$ cat src/rtl/fault_capture_pkg.sv
// constants for the six-channel fault capture and flag logic
//
// Overview of operation
// - one active-low open-drain fault flag, OR of all unmasked channels
// - flag low when unmasked channel faulted and both enables and select high
// - flag released and disabled while enable one or select is low
// - shorted load checked when on; ground short or open load when off
// - all diagnostics disabled while either enable is low
// - comparisons run continuously; results latched only at timer expiry
// - all blanking timers start when both enables become high
// - channel blanking timer starts on any change of its commanded state
// - abnormal comparison at blanking end loads code into fault latch
// - comparison change starts filter timer; abnormal at expiry is latched
// - fault-to-good comparison change does not start the filter timer
// - fault latch updates held off while blanking or filter timer runs
// - captured code held, later results ignored until a valid frame
// - select falling copies latched codes to shift register, flag released
// - select rising re-arms latches only after a valid frame
// - after re-arm the flag and latch recapture a fault still present
// - received word is not written when the frame was invalid
// - frames carry 16 bits and return all two-bit fault codes
// - enable one high-low-high clears and re-arms latches and flag
// - shorted load in auto-retry turns gate off, flags, starts retry timer
// - retry end turns gate on again; fault at blanking end turns it off
// - one shared refresh timer, 10 ms or 40 ms per group of three
package fault_capture_pkg;
  localparam int NUM_CH     = 6;
  localparam int CODE_W     = 2;
  localparam int FRAME_BITS = 16;
  localparam int GROUP_SIZE = 3;
  localparam int CNT_W      = 5;
  localparam int TMR_W      = 12;
  localparam int REF_W      = 20;

  localparam logic [CODE_W-1:0] CODE_NONE   = 2'h0;
  localparam logic [CODE_W-1:0] CODE_OPEN   = 2'h1;
  localparam logic [CODE_W-1:0] CODE_GROUND = 2'h2;
  localparam logic [CODE_W-1:0] CODE_SHORT  = 2'h3;

  localparam logic [CNT_W-1:0] FRAME_LEN = 5'h10;
  localparam int CODE_BITS = NUM_CH * CODE_W;

  localparam int CLK_HZ       = 25_000_000;
  localparam int BLANK_ON_US  = 20;
  localparam int BLANK_OFF_US = 40;
  localparam int FILTER_US    = 10;
  localparam logic [TMR_W-1:0] BLANK_ON_CYC  =
    TMR_W'(CLK_HZ / 1_000_000 * BLANK_ON_US);
  localparam logic [TMR_W-1:0] BLANK_OFF_CYC =
    TMR_W'(CLK_HZ / 1_000_000 * BLANK_OFF_US);
  localparam logic [TMR_W-1:0] FILTER_CYC    =
    TMR_W'(CLK_HZ / 1_000_000 * FILTER_US);
  localparam logic [TMR_W-1:0] TMR_LAST      = 12'h001;

  localparam int REFRESH_SHORT_MS = 10;
  localparam int REFRESH_LONG_MS  = 40;
  localparam int REFRESH_SHORT_DEF = CLK_HZ / 1000 * REFRESH_SHORT_MS;
  localparam logic [1:0] REFRESH_LAST_QUARTER =
    2'(REFRESH_LONG_MS / REFRESH_SHORT_MS - 1);
endpackage

$ cat src/rtl/chan_if.sv
// per-channel link between the capture top and one channel engine
`timescale 1ns/100ps
`default_nettype none
interface chan_if;
  import fault_capture_pkg::*;
  logic              enabled;
  logic              blank_all;
  logic              clear;
  logic              rearm;
  logic              cmd;
  logic              auto_retry;
  logic              retry_tick;
  logic              cmp_short;
  logic              cmp_open;
  logic              cmp_ground;
  logic [CODE_W-1:0] code;
  logic              gate_on;
  logic              retry_wait;

  modport top (
    output enabled, blank_all, clear, rearm, cmd, auto_retry, retry_tick,
    output cmp_short, cmp_open, cmp_ground,
    input  code, gate_on, retry_wait
  );
  modport chan (
    input  enabled, blank_all, clear, rearm, cmd, auto_retry, retry_tick,
    input  cmp_short, cmp_open, cmp_ground,
    output code, gate_on, retry_wait
  );
endinterface
`default_nettype wire

$ cat src/rtl/fault_channel.sv
// one channel: blanking and filter timing, fault latch, retry gating
`timescale 1ns/100ps
`default_nettype none
module fault_channel (
  // clock and reset
  input wire logic clk,
  input wire logic resetn,
  // link to top
  chan_if.chan     ch
);
  import fault_capture_pkg::*;

  typedef struct packed {
    logic [TMR_W-1:0]  cnt;
    logic              running;
    logic [CODE_W-1:0] result_d;
    logic [CODE_W-1:0] detected;
    logic [CODE_W-1:0] latch;
    logic              off;
    logic              cmd_d;
    logic              gate_d;
  } chan_state_s;

  chan_state_s       st_reg;
  chan_state_s       st_next;
  logic              gate_now;
  logic [CODE_W-1:0] result;
  logic              expire;

  assign gate_now = ch.enabled & ch.cmd & ~st_reg.off;

  always_comb begin
    // references chosen by gate state
    if (gate_now) begin
      result = ch.cmp_short ? CODE_SHORT : CODE_NONE;
    end else if (ch.cmp_ground) begin
      result = CODE_GROUND;
    end else begin
      result = ch.cmp_open ? CODE_OPEN : CODE_NONE;
    end
  end

  assign expire = st_reg.running && (st_reg.cnt == TMR_LAST);

  always_comb begin
    st_next          = st_reg;
    st_next.result_d = result;
    st_next.cmd_d    = ch.cmd;
    st_next.gate_d   = gate_now;
    if (!ch.enabled) begin
      st_next.running  = 1'b0;
      st_next.detected = CODE_NONE;
      st_next.off      = 1'b0;
    end else begin
      if (st_reg.running) begin
        st_next.cnt = st_reg.cnt - TMR_LAST;
      end
      if (expire) begin
        st_next.running  = 1'b0;
        st_next.detected = result;
        if (result == CODE_SHORT) begin
          st_next.off = 1'b1;
        end
      end else if (result == CODE_NONE) begin
        st_next.detected = CODE_NONE;
      end
      if (result != st_reg.result_d && result != CODE_NONE) begin
        st_next.running = 1'b1;
        st_next.cnt     = FILTER_CYC;
      end
      if (ch.blank_all || ch.cmd != st_reg.cmd_d ||
          gate_now != st_reg.gate_d) begin
        st_next.running = 1'b1;
        st_next.cnt     = gate_now ? BLANK_ON_CYC : BLANK_OFF_CYC;
      end
      if (st_reg.off) begin
        if (!ch.cmd) begin
          st_next.off = 1'b0;
        end else if (ch.auto_retry && ch.retry_tick) begin
          st_next.off = 1'b0;
        end
      end
    end
    // latch: capture, hold, re-arm
    if (ch.clear) begin
      st_next.latch = CODE_NONE;
    end else if (!st_reg.running && !expire) begin
      if (ch.rearm) begin
        st_next.latch = st_reg.detected;
      end else if (st_reg.latch == CODE_NONE) begin
        st_next.latch = st_reg.detected;
      end
    end
  end

  always_ff @(posedge clk or negedge resetn) begin
    if (!resetn) begin
      st_reg <= '0;
    end else begin
      st_reg <= st_next;
    end
  end

  assign ch.code       = st_reg.latch;
  assign ch.gate_on    = gate_now;
  assign ch.retry_wait = st_reg.off & ch.auto_retry;
endmodule
`default_nettype wire

$ cat src/rtl/fault_capture_flag_logic.sv
// fault capture, serial fault readback, fault flag and retry timing
`timescale 1ns/100ps
`default_nettype none
module fault_capture_flag_logic #(
  parameter int REFRESH_SHORT_CYC = fault_capture_pkg::REFRESH_SHORT_DEF
) (
  // clock and reset
  input  wire logic                                   clk,
  input  wire logic                                   resetn,
  // enable and command pins
  input  wire logic                                   master_enable_one,
  input  wire logic                                   master_enable_two,
  input  wire logic [fault_capture_pkg::NUM_CH-1:0]   parallel_cmd_input,
  // serial link pins
  input  wire logic                                   select_n,
  input  wire logic                                   sclk,
  input  wire logic                                   mosi,
  output var  logic                                   miso,
  // comparator results per channel
  input  wire logic [fault_capture_pkg::NUM_CH-1:0]   cmp_short,
  input  wire logic [fault_capture_pkg::NUM_CH-1:0]   cmp_open,
  input  wire logic [fault_capture_pkg::NUM_CH-1:0]   cmp_ground,
  // configuration
  input  wire logic [fault_capture_pkg::NUM_CH-1:0]   serial_gate_bit,
  input  wire logic [fault_capture_pkg::NUM_CH-1:0]   flag_mask,
  input  wire logic [fault_capture_pkg::NUM_CH-1:0]   auto_retry_mode,
  input  wire logic [1:0]                             refresh_long_sel,
  // received frame
  output var  logic [fault_capture_pkg::FRAME_BITS-1:0] rx_word,
  output var  logic                                   rx_write,
  // drive and flag outputs
  output var  logic [fault_capture_pkg::NUM_CH-1:0]   gate_drive_out,
  output var  logic [fault_capture_pkg::CODE_BITS-1:0] fault_codes,
  output var  logic                                   fault_flag_n_o,
  output var  logic                                   fault_flag_n_oe
);
  import fault_capture_pkg::*;

  localparam int SYNC_W = 5 + 4 * NUM_CH;

  typedef struct packed {
    logic [SYNC_W-1:0]     sync1;
    logic [SYNC_W-1:0]     sync2;
    logic                  both_d;
    logic                  sel_d;
    logic                  sclk_d;
    logic [CNT_W-1:0]      bit_cnt;
    logic [FRAME_BITS-1:0] shift;
    logic [FRAME_BITS-1:0] rx;
    logic                  rx_write;
    logic                  rearm;
    logic [REF_W-1:0]      ref_cnt;
    logic [1:0]            quarter;
    logic [NUM_CH-1:0]     gate;
    logic [CODE_BITS-1:0]  codes;
    logic                  flag_oe;
  } top_state_s;

  top_state_s st_reg;
  top_state_s st_next;

  logic              e1;
  logic              e2;
  logic              sel;
  logic              sclk_s;
  logic              mosi_s;
  logic [NUM_CH-1:0] cmd_s;
  logic [NUM_CH-1:0] sh_s;
  logic [NUM_CH-1:0] op_s;
  logic [NUM_CH-1:0] gr_s;
  logic              both;
  logic              tick_short;
  logic              tick_long;
  logic [NUM_CH-1:0] gate_w;
  logic [NUM_CH-1:0] wait_w;
  logic [CODE_BITS-1:0] code_w;
  logic [NUM_CH-1:0] flt_w;

  // synchronised pin levels, second stage only
  assign {e1, e2, sel, sclk_s, mosi_s, cmd_s, sh_s, op_s, gr_s} =
    st_reg.sync2;
  assign both = e1 & e2;

  // shared refresh taps
  assign tick_short = (st_reg.ref_cnt == REF_W'(REFRESH_SHORT_CYC - 1));
  assign tick_long  = tick_short && (st_reg.quarter == REFRESH_LAST_QUARTER);

  chan_if ch [NUM_CH] ();

  genvar gi;
  generate
    for (gi = 0; gi < NUM_CH; gi++) begin : g_ch
      assign ch[gi].enabled    = both;
      assign ch[gi].blank_all  = both & ~st_reg.both_d;
      assign ch[gi].clear      = ~e1;
      assign ch[gi].rearm      = st_reg.rearm;
      assign ch[gi].cmd        = cmd_s[gi] | serial_gate_bit[gi];
      assign ch[gi].auto_retry = auto_retry_mode[gi];
      assign ch[gi].retry_tick = refresh_long_sel[gi / GROUP_SIZE] ?
                                 tick_long : tick_short;
      assign ch[gi].cmp_short  = sh_s[gi];
      assign ch[gi].cmp_open   = op_s[gi];
      assign ch[gi].cmp_ground = gr_s[gi];
      assign gate_w[gi]        = ch[gi].gate_on;
      assign wait_w[gi]        = ch[gi].retry_wait;
      assign code_w[gi*CODE_W +: CODE_W] = ch[gi].code;
      assign flt_w[gi] = (ch[gi].code != CODE_NONE) & ~flag_mask[gi];

      fault_channel u_chan (
        .clk    (clk),
        .resetn (resetn),
        .ch     (ch[gi])
      );
    end
  endgenerate

  always_comb begin
    st_next          = st_reg;
    st_next.sync1    = {master_enable_one, master_enable_two, select_n,
                        sclk, mosi, parallel_cmd_input, cmp_short,
                        cmp_open, cmp_ground};
    st_next.sync2    = st_reg.sync1;
    st_next.both_d   = both;
    st_next.sel_d    = sel;
    st_next.sclk_d   = sclk_s;
    st_next.rx_write = 1'b0;
    st_next.rearm    = 1'b0;
    st_next.gate     = gate_w;
    st_next.codes    = code_w;

    // serial frame
    if (!sel && st_reg.sel_d) begin
      st_next.shift   = {{(FRAME_BITS - CODE_BITS){1'b0}}, code_w};
      st_next.bit_cnt = '0;
    end else if (!sel) begin
      if (sclk_s && !st_reg.sclk_d) begin
        st_next.rx = {st_reg.rx[FRAME_BITS-2:0], mosi_s};
        if (st_reg.bit_cnt != '1) begin
          st_next.bit_cnt = st_reg.bit_cnt + CNT_W'(1);
        end
      end else if (!sclk_s && st_reg.sclk_d) begin
        st_next.shift = {st_reg.shift[FRAME_BITS-2:0], 1'b0};
      end
    end else if (!st_reg.sel_d && st_reg.bit_cnt == FRAME_LEN) begin
      st_next.rx_write = 1'b1;
      st_next.rearm    = 1'b1;
    end

    // shared refresh timer runs while any channel waits
    if (|wait_w) begin
      if (tick_short) begin
        st_next.ref_cnt = '0;
        st_next.quarter = st_reg.quarter + 2'(1);
      end else begin
        st_next.ref_cnt = st_reg.ref_cnt + REF_W'(1);
      end
    end else begin
      st_next.ref_cnt = '0;
      st_next.quarter = '0;
    end

    // open-drain flag
    st_next.flag_oe = (|flt_w) & e1 & e2 & sel;
  end

  always_ff @(posedge clk or negedge resetn) begin
    if (!resetn) begin
      st_reg <= '0;
    end else begin
      st_reg <= st_next;
    end
  end

  assign miso            = st_reg.shift[FRAME_BITS-1];
  assign rx_word         = st_reg.rx;
  assign rx_write        = st_reg.rx_write;
  assign gate_drive_out  = st_reg.gate;
  assign fault_codes     = st_reg.codes;
  assign fault_flag_n_o  = 1'b0;
  assign fault_flag_n_oe = st_reg.flag_oe;
endmodule
`default_nettype wire

$ cat config.mk
export PLATFORM = sky130hd
export DESIGN_NAME = fault_capture_flag_logic
export DESIGN_NICKNAME = d
export VERILOG_FILES = /design/src/rtl/fault_capture_pkg.sv /design/src/rtl/chan_if.sv /design/src/rtl/fault_channel.sv /design/src/rtl/fault_capture_flag_logic.sv
export SDC_FILE = /design/constraint.sdc
export NUM_CORES = 1
export LEC_CHECK = 0
export BUFFER_PORTS_ARGS = -buffer_cell sky130_fd_sc_hd__buf_2
export CAP_MARGIN = 20
export CORE_MARGIN = 1
export CORE_UTILIZATION = 55
export DETAILED_ROUTE_END_ITERATION = 6
export PLACE_DENSITY = 0.7
export SLEW_MARGIN = 10
export SYNTH_ARGS = -nofsm -noshare
export SYNTH_HDL_FRONTEND = slang
export SYNTH_SLANG_ARGS = --single-unit
$ cat constraint.sdc
create_clock -name clk -period 3 [get_ports clk]
set_clock_uncertainty 0.1 [all_clocks]
set_input_delay 0.15 -clock clk [delete_from_list [all_inputs] [get_ports clk]]
set_output_delay 0.15 -clock clk [all_outputs]
set_load 0.01 [all_outputs]
# == After elaboration in Yosys (flattened, before gate mapping) ==
# Index checks and enable logic that the tools add are counted.
# totals
output_inout_bits,38
register_bits,273
inputBits,51
# op_classes
n_eq_ne,61
bitwise_logic,50
add_sub_neg,9
reduce_logical,107
muxes,153
# op_table
cell,n
$mux 13,12
$mux 2,64
$eq 12x1->1 const B,6
$mux 12,6
$sub 12x1->12 const B,6
$mux 10,6
$mux 1,56
$mux 16,3
$mux 37,1
$reduce_bool 2->1,15
$and 1x1->1,29
$logic_and 1x1->1,29
$logic_not 2->1,12
$ne 4x1->1 const B,6
$reduce_and 2->1,12
$mux 22,1
$mux 21,1
$add 20x1->20 const B,1
$eq 20x18->1 const B,1
$mux 20,1
$ne 3x1->1 const B,6
$ne 3x2->1 const B,6
$reduce_bool 3->1,6
$logic_not 1->1,16
other kinds (15),78

# == Logic depth before layout (Yosys ltp) ==
# logic_depth
ltp_word,11
depth_mapped,8
mapped_depth_nobuf,7

# == Modules after synthesis ==
# From an unflattened synthesis, not the netlist that was laid out.
# hier_totals
cells_unflattened,1279
hier_area_um2,13406.6
# modules_own_cells
module,cells_each,area_per_inst_um2,n_inst
fault_channel (g_ch[0].u_chan ...),144,1351.3,4
fault_capture_flag_logic,411,5280.1,1
fault_channel (g_ch[5].u_chan),146,1370.1,1
fault_channel (g_ch[4].u_chan),146,1351.3,1

# == Worst setup path after synthesis ==
# Ideal clock, no wire load.
# synth_timing
path_type,register to register
from,register st_reg (netlist bit e1)
to,register g_ch[4].u_chan.st_reg[18] (netlist name)
path_slack_ns,0.758
arrival_time_ns,2.021
setup_ns,0.121
path_stages_with_launch,8
cell_sequence,dfrtp_1 > nand2_4 > or3_4 > clkinv_4 > mux2i_2 > clkbuf_1 > o21ai_0 > a22o_1
# synth_via
elab_chain_cells,8
elab_cells_between_ends,15
# synth_lines
item,line,source
"start, declared",fault_capture_flag_logic.sv:59,top_state_s st_reg;
"start signal, assigned",fault_capture_flag_logic.sv:170,st_reg <= st_next;
$and 1x1->1 (*),fault_capture_flag_logic.sv:82,assign both = e1 & e2;
$and 1x1->1 (*) (2 in a row),fault_channel.sv:30,assign gate_now = ch.enabled & ch.cmd & ~st_reg.off;
named net ch[4].gate_on,chan_if.sv:17,logic gate_on;
$mux 2,fault_channel.sv:34,if (gate_now) begin
$ne 2x2->1 or $reduce_bool 2->1 (tied branches),fault_channel.sv:67,if (result != st_reg.result_d && result != CODE_NONE) begin
$logic_and 1x1->1,fault_channel.sv:67,
$reduce_bool 3->1 (no source line) or $mux 13 (tied branches),n/a,
$reduce_and 2->1 (no source line) or $mux 13 (tied branches),n/a,
"end signal, assigned",fault_channel.sv:100,st_reg <= st_next;
"end, declared",fault_channel.sv:24,chan_state_s st_reg;
# Mark *: on every way through the listed nets, which the timed path passes. The rest lies on a longest branch.
# A chain may end at the register's enable or synchronous reset.

# == Worst setup path after layout ==
# layout_timing
from,register st_reg (netlist bit e1)
to,register g_ch[4].u_chan.st_reg[14] (netlist name)
# layout_via
elab_chain_cells,8
elab_cells_between_ends,16
# layout_lines
item,line
$and 1x1->1 (*),fault_capture_flag_logic.sv:82
$and 1x1->1 (2 in a row),fault_channel.sv:30
$mux 2,fault_channel.sv:34
$ne 2x2->1 or $reduce_bool 2->1 (tied branches),fault_channel.sv:67
$logic_and 1x1->1,fault_channel.sv:67
$reduce_bool 3->1 (no source line) or $mux 13 (tied branches),n/a
$reduce_and 2->1 (no source line) or $mux 13 (tied branches),n/a
# Mark *: on every way between the ends. The rest lies on a longest branch, timed or not.

==> results.md <==
* Status: finished, final reports clean
* Pwr Density at 585 nW/µm²
* Total gr overflow at 0
* Die height at 155 µm
* Die footprint at 24100 µm²
* Worst Min Path Start: refresh_long_sel[0]
* Via count at 10000
* Gpl congestion at 0.867
* Cells after Synth at 1283
* Setup violators final at 0
* CP required at 3320 ps
* Share of cells above drive strength 1 at 0.162
* Pin count of the biggest net entering global routing at 88
* H-Tree Depth at 1
* Max-Cap Viols at 0
* Layout area overhead at 15.6%
* Largest family of logic cells by synthesized area: simple AND/OR/NAND/NOR gates
* CTS buffer count at 28
* Worst-skew pair later-pin latency at 550 ps
* Tcrit/Tclk final at 0.887
* CTS tree: built
* Synth top area cells: dfrtp_1 (52%), nor2_1 (3.7%), nand2_1 (3.0%)
* Clk buf depth at 3
* Std-Cell Rows at 55
* Simple-gate share of the synthesized area at 0.203
* Core area at 22800 µm²
* Synth Area in Compound Gates at 0.160
* Clk root buf: clkbuf_16
* Hpwl dp at 19200 µm
* Ys Warns at 0
* Gr usage total at 0.246
* Data arrival, critical path at 2980 ps
* Top cells by count, synth: dfrtp_1 (266), nor2_1 (126), nand2_1 (102), inv_1 (57), o21ai_0 (55)
* Area leader, netlist: dfrtp_1
* Startpoint types: register
* DRT Pass-1 Iters at 5
* Most frequent cell after synthesis: dfrtp_1
* R2R Path End: g_ch[4].u_chan.st_reg[14]
* Post-synth top area share at 0.516
* Nets at 1453
* Initial Utilization at 0.565
* Post-synth EDFFs at 0
* Hold depth at 4
* Vias per inst at 5.84
* Max FFs per register at 114
* R2R Setup Slk at 340 ps
* FMAX at 376 MHz
* # clock sinks at 266
* Initial antenna violation count at 0
* WS Path Type: register to register
* XOR/XNOR Fraction of Synth Area at 0.0149
* I/O Pins at 89
* # DRC at 0
* Worst Hold Class: input port to register
* Post-CTS resize count at 0
* Async S/R FF share, synth at 1.00
* Remaining antenna violation count at 0
* ANT cells at 0
* FILL cells at 1865
* Number of global-route vias before repair at 9732
* Max transition margin at 0.505
* Post-layout util at 0.653
* Starting DRT DRC Count at 638
* Setup repair after global routing missed its margin: no
* Multiplexer share of the synthesized area at 0.0351
* Post-synth cell types at 80
* WL/cell at 16.7 µm
* Mean area per synthesized cell at 10.1 µm²
* Die X at 155 µm
* First-pass GRT wire length at 48400 µm
* Port bufs at 87
* DRT Wirelength at 28600 µm
* Hold Violations, Final at 0
* Max FO, Critical Path at 21
* Crit end category: register
* Worst Hold End: g_ch[1].u_chan.st_reg[2]
* Final Total Pwr at 8.73 mW
* Cells on worst reg2reg path at 8
* Peak VDD IR at 0.434 mV
* Crit path time final at 2660 ps
* Worst-path clk slew at 60 ps
* Mapped Area at 12900 µm²
* Mapped Nets at 1351
* Leak at 6.42 nW
* Primary FF master, synth: dfrtp_1
* Setup TNS at 0 ps
* Final Max Tran Viols at 0
* Tightest Pin Transition at 733 ps
* Adder-cell share of the synthesized area at 0.0165
* Synth Register Bits at 266
* Seq/Total Area, Yosys at 0.516
* Crit Reg-Reg Startpoint: e1
* Hold WS at 80.0 ps
==> what timing repair did <==
item | CTS | global route
buffers inserted | 0 | 0
hold endpoints to repair | 128 | 0
hold buffers | 45 | 0
==> layer usage <==
| metal | wire (µm) | GRT usage | up-vias | share of wire |
|---|---|---|---|---|
| met3 | 1390 | 0.0340 | 44 | 0.048 |
| met5 | 0 | 0 | - | 0 |
| met4 | 674 | 0.0636 | 0 | 0.024 |
| li1 | - | - | 4829 | - |
| met1 | 13400 | 0.346 | 4920 | 0.47 |
| met2 | 13100 | 0.402 | 240 | 0.46 |
==> cells by family (layout without fill, tap and decap cells) <==
family / count (synthesis) / count (layout)
AO/OA/AOI/OAI: 284 / 284
XOR/XNOR: 22 / 22
multiplexers: 41 / 41
AND/OR/NAND/NOR: 504 / 504
adder cells (fa/ha/maj): 17 / 17
buffers and inverters: 148 / 271
other: 1 / 1
flip-flops: 266 / 266
==> report_power, final <==
group	leakage, nW	total (mW)	switching [mW]	internal [mW]
combinational	2.61	1.06	0.593	0.469
sequential	3.33	4.12	0.285	3.83
clock	0.467	3.55	1.41	2.15
==> metrics by stage <==
stage	instances	cell area [µm²]	setup slack [ps]
6_report	1719	14900	338
5_1_grt	1719	14900	241
4_1_cts	1719	14900	376
3_5_place_dp	1623	13500	373
3_3_place_gp	1623	13500	476
2_1_floorplan	1283	12900	758
==> how the worst max path moves through the flow <==
stage / from / endpoint / slack (ps) / depth (start not counted)
after detailed placement: e1 / g_ch[4].u_chan.st_reg[14] / 370 / 8
after floorplan: e1 / g_ch[4].u_chan.st_reg[18] / 760 / 7
after global placement: e1 / g_ch[4].u_chan.st_reg[14] / 480 / 8
after CTS: e1 / g_ch[4].u_chan.st_reg[14] / 380 / 8
after global routing: st_reg[82] / g_ch[1].u_chan.st_reg[17] / 240 / 6
final: e1 / g_ch[4].u_chan.st_reg[14] / 340 / 8
==> critical path: stages (launching register included) <==
cell	delay, ps
dfrtp_1	460
nand2_4	210
inv_2	130
buf_4	230
a2111oi_1	530
a211oi_2	60
buf_4	210
o311a_1	360
a221o_1	260
==> cells in the final DEF, fill, tap and decap left out, types with 28 or more instances in the layout <==
master	netlist	routed
nor4_1	41	41
o31ai_1	28	28
nand3_1	31	31
dlygate4sd3_1	0	45
mux2_2	31	31
o21ai_0	55	54
dfrtp_1	266	266
nor3_1	54	54
buf_2	13	86
clkbuf_16	0	29
a21oi_1	36	36
nand2_1	102	102
nor2_1	126	126
inv_1	57	57
==> layout make-up <==
cell class,instances,area [µm²],share of cell area
Tap cell,313,392,0.0263
Timing Repair Buffer,161,1150,0.0772
Sequential cell,266,6660,0.446
Multi-Input combinational cell,869,5540,0.371
Clock inverter,11,139,0.00931
Inverter,59,226,0.0152
Clock buffer,40,817,0.0548
Power figures use the tool's default switching activity.
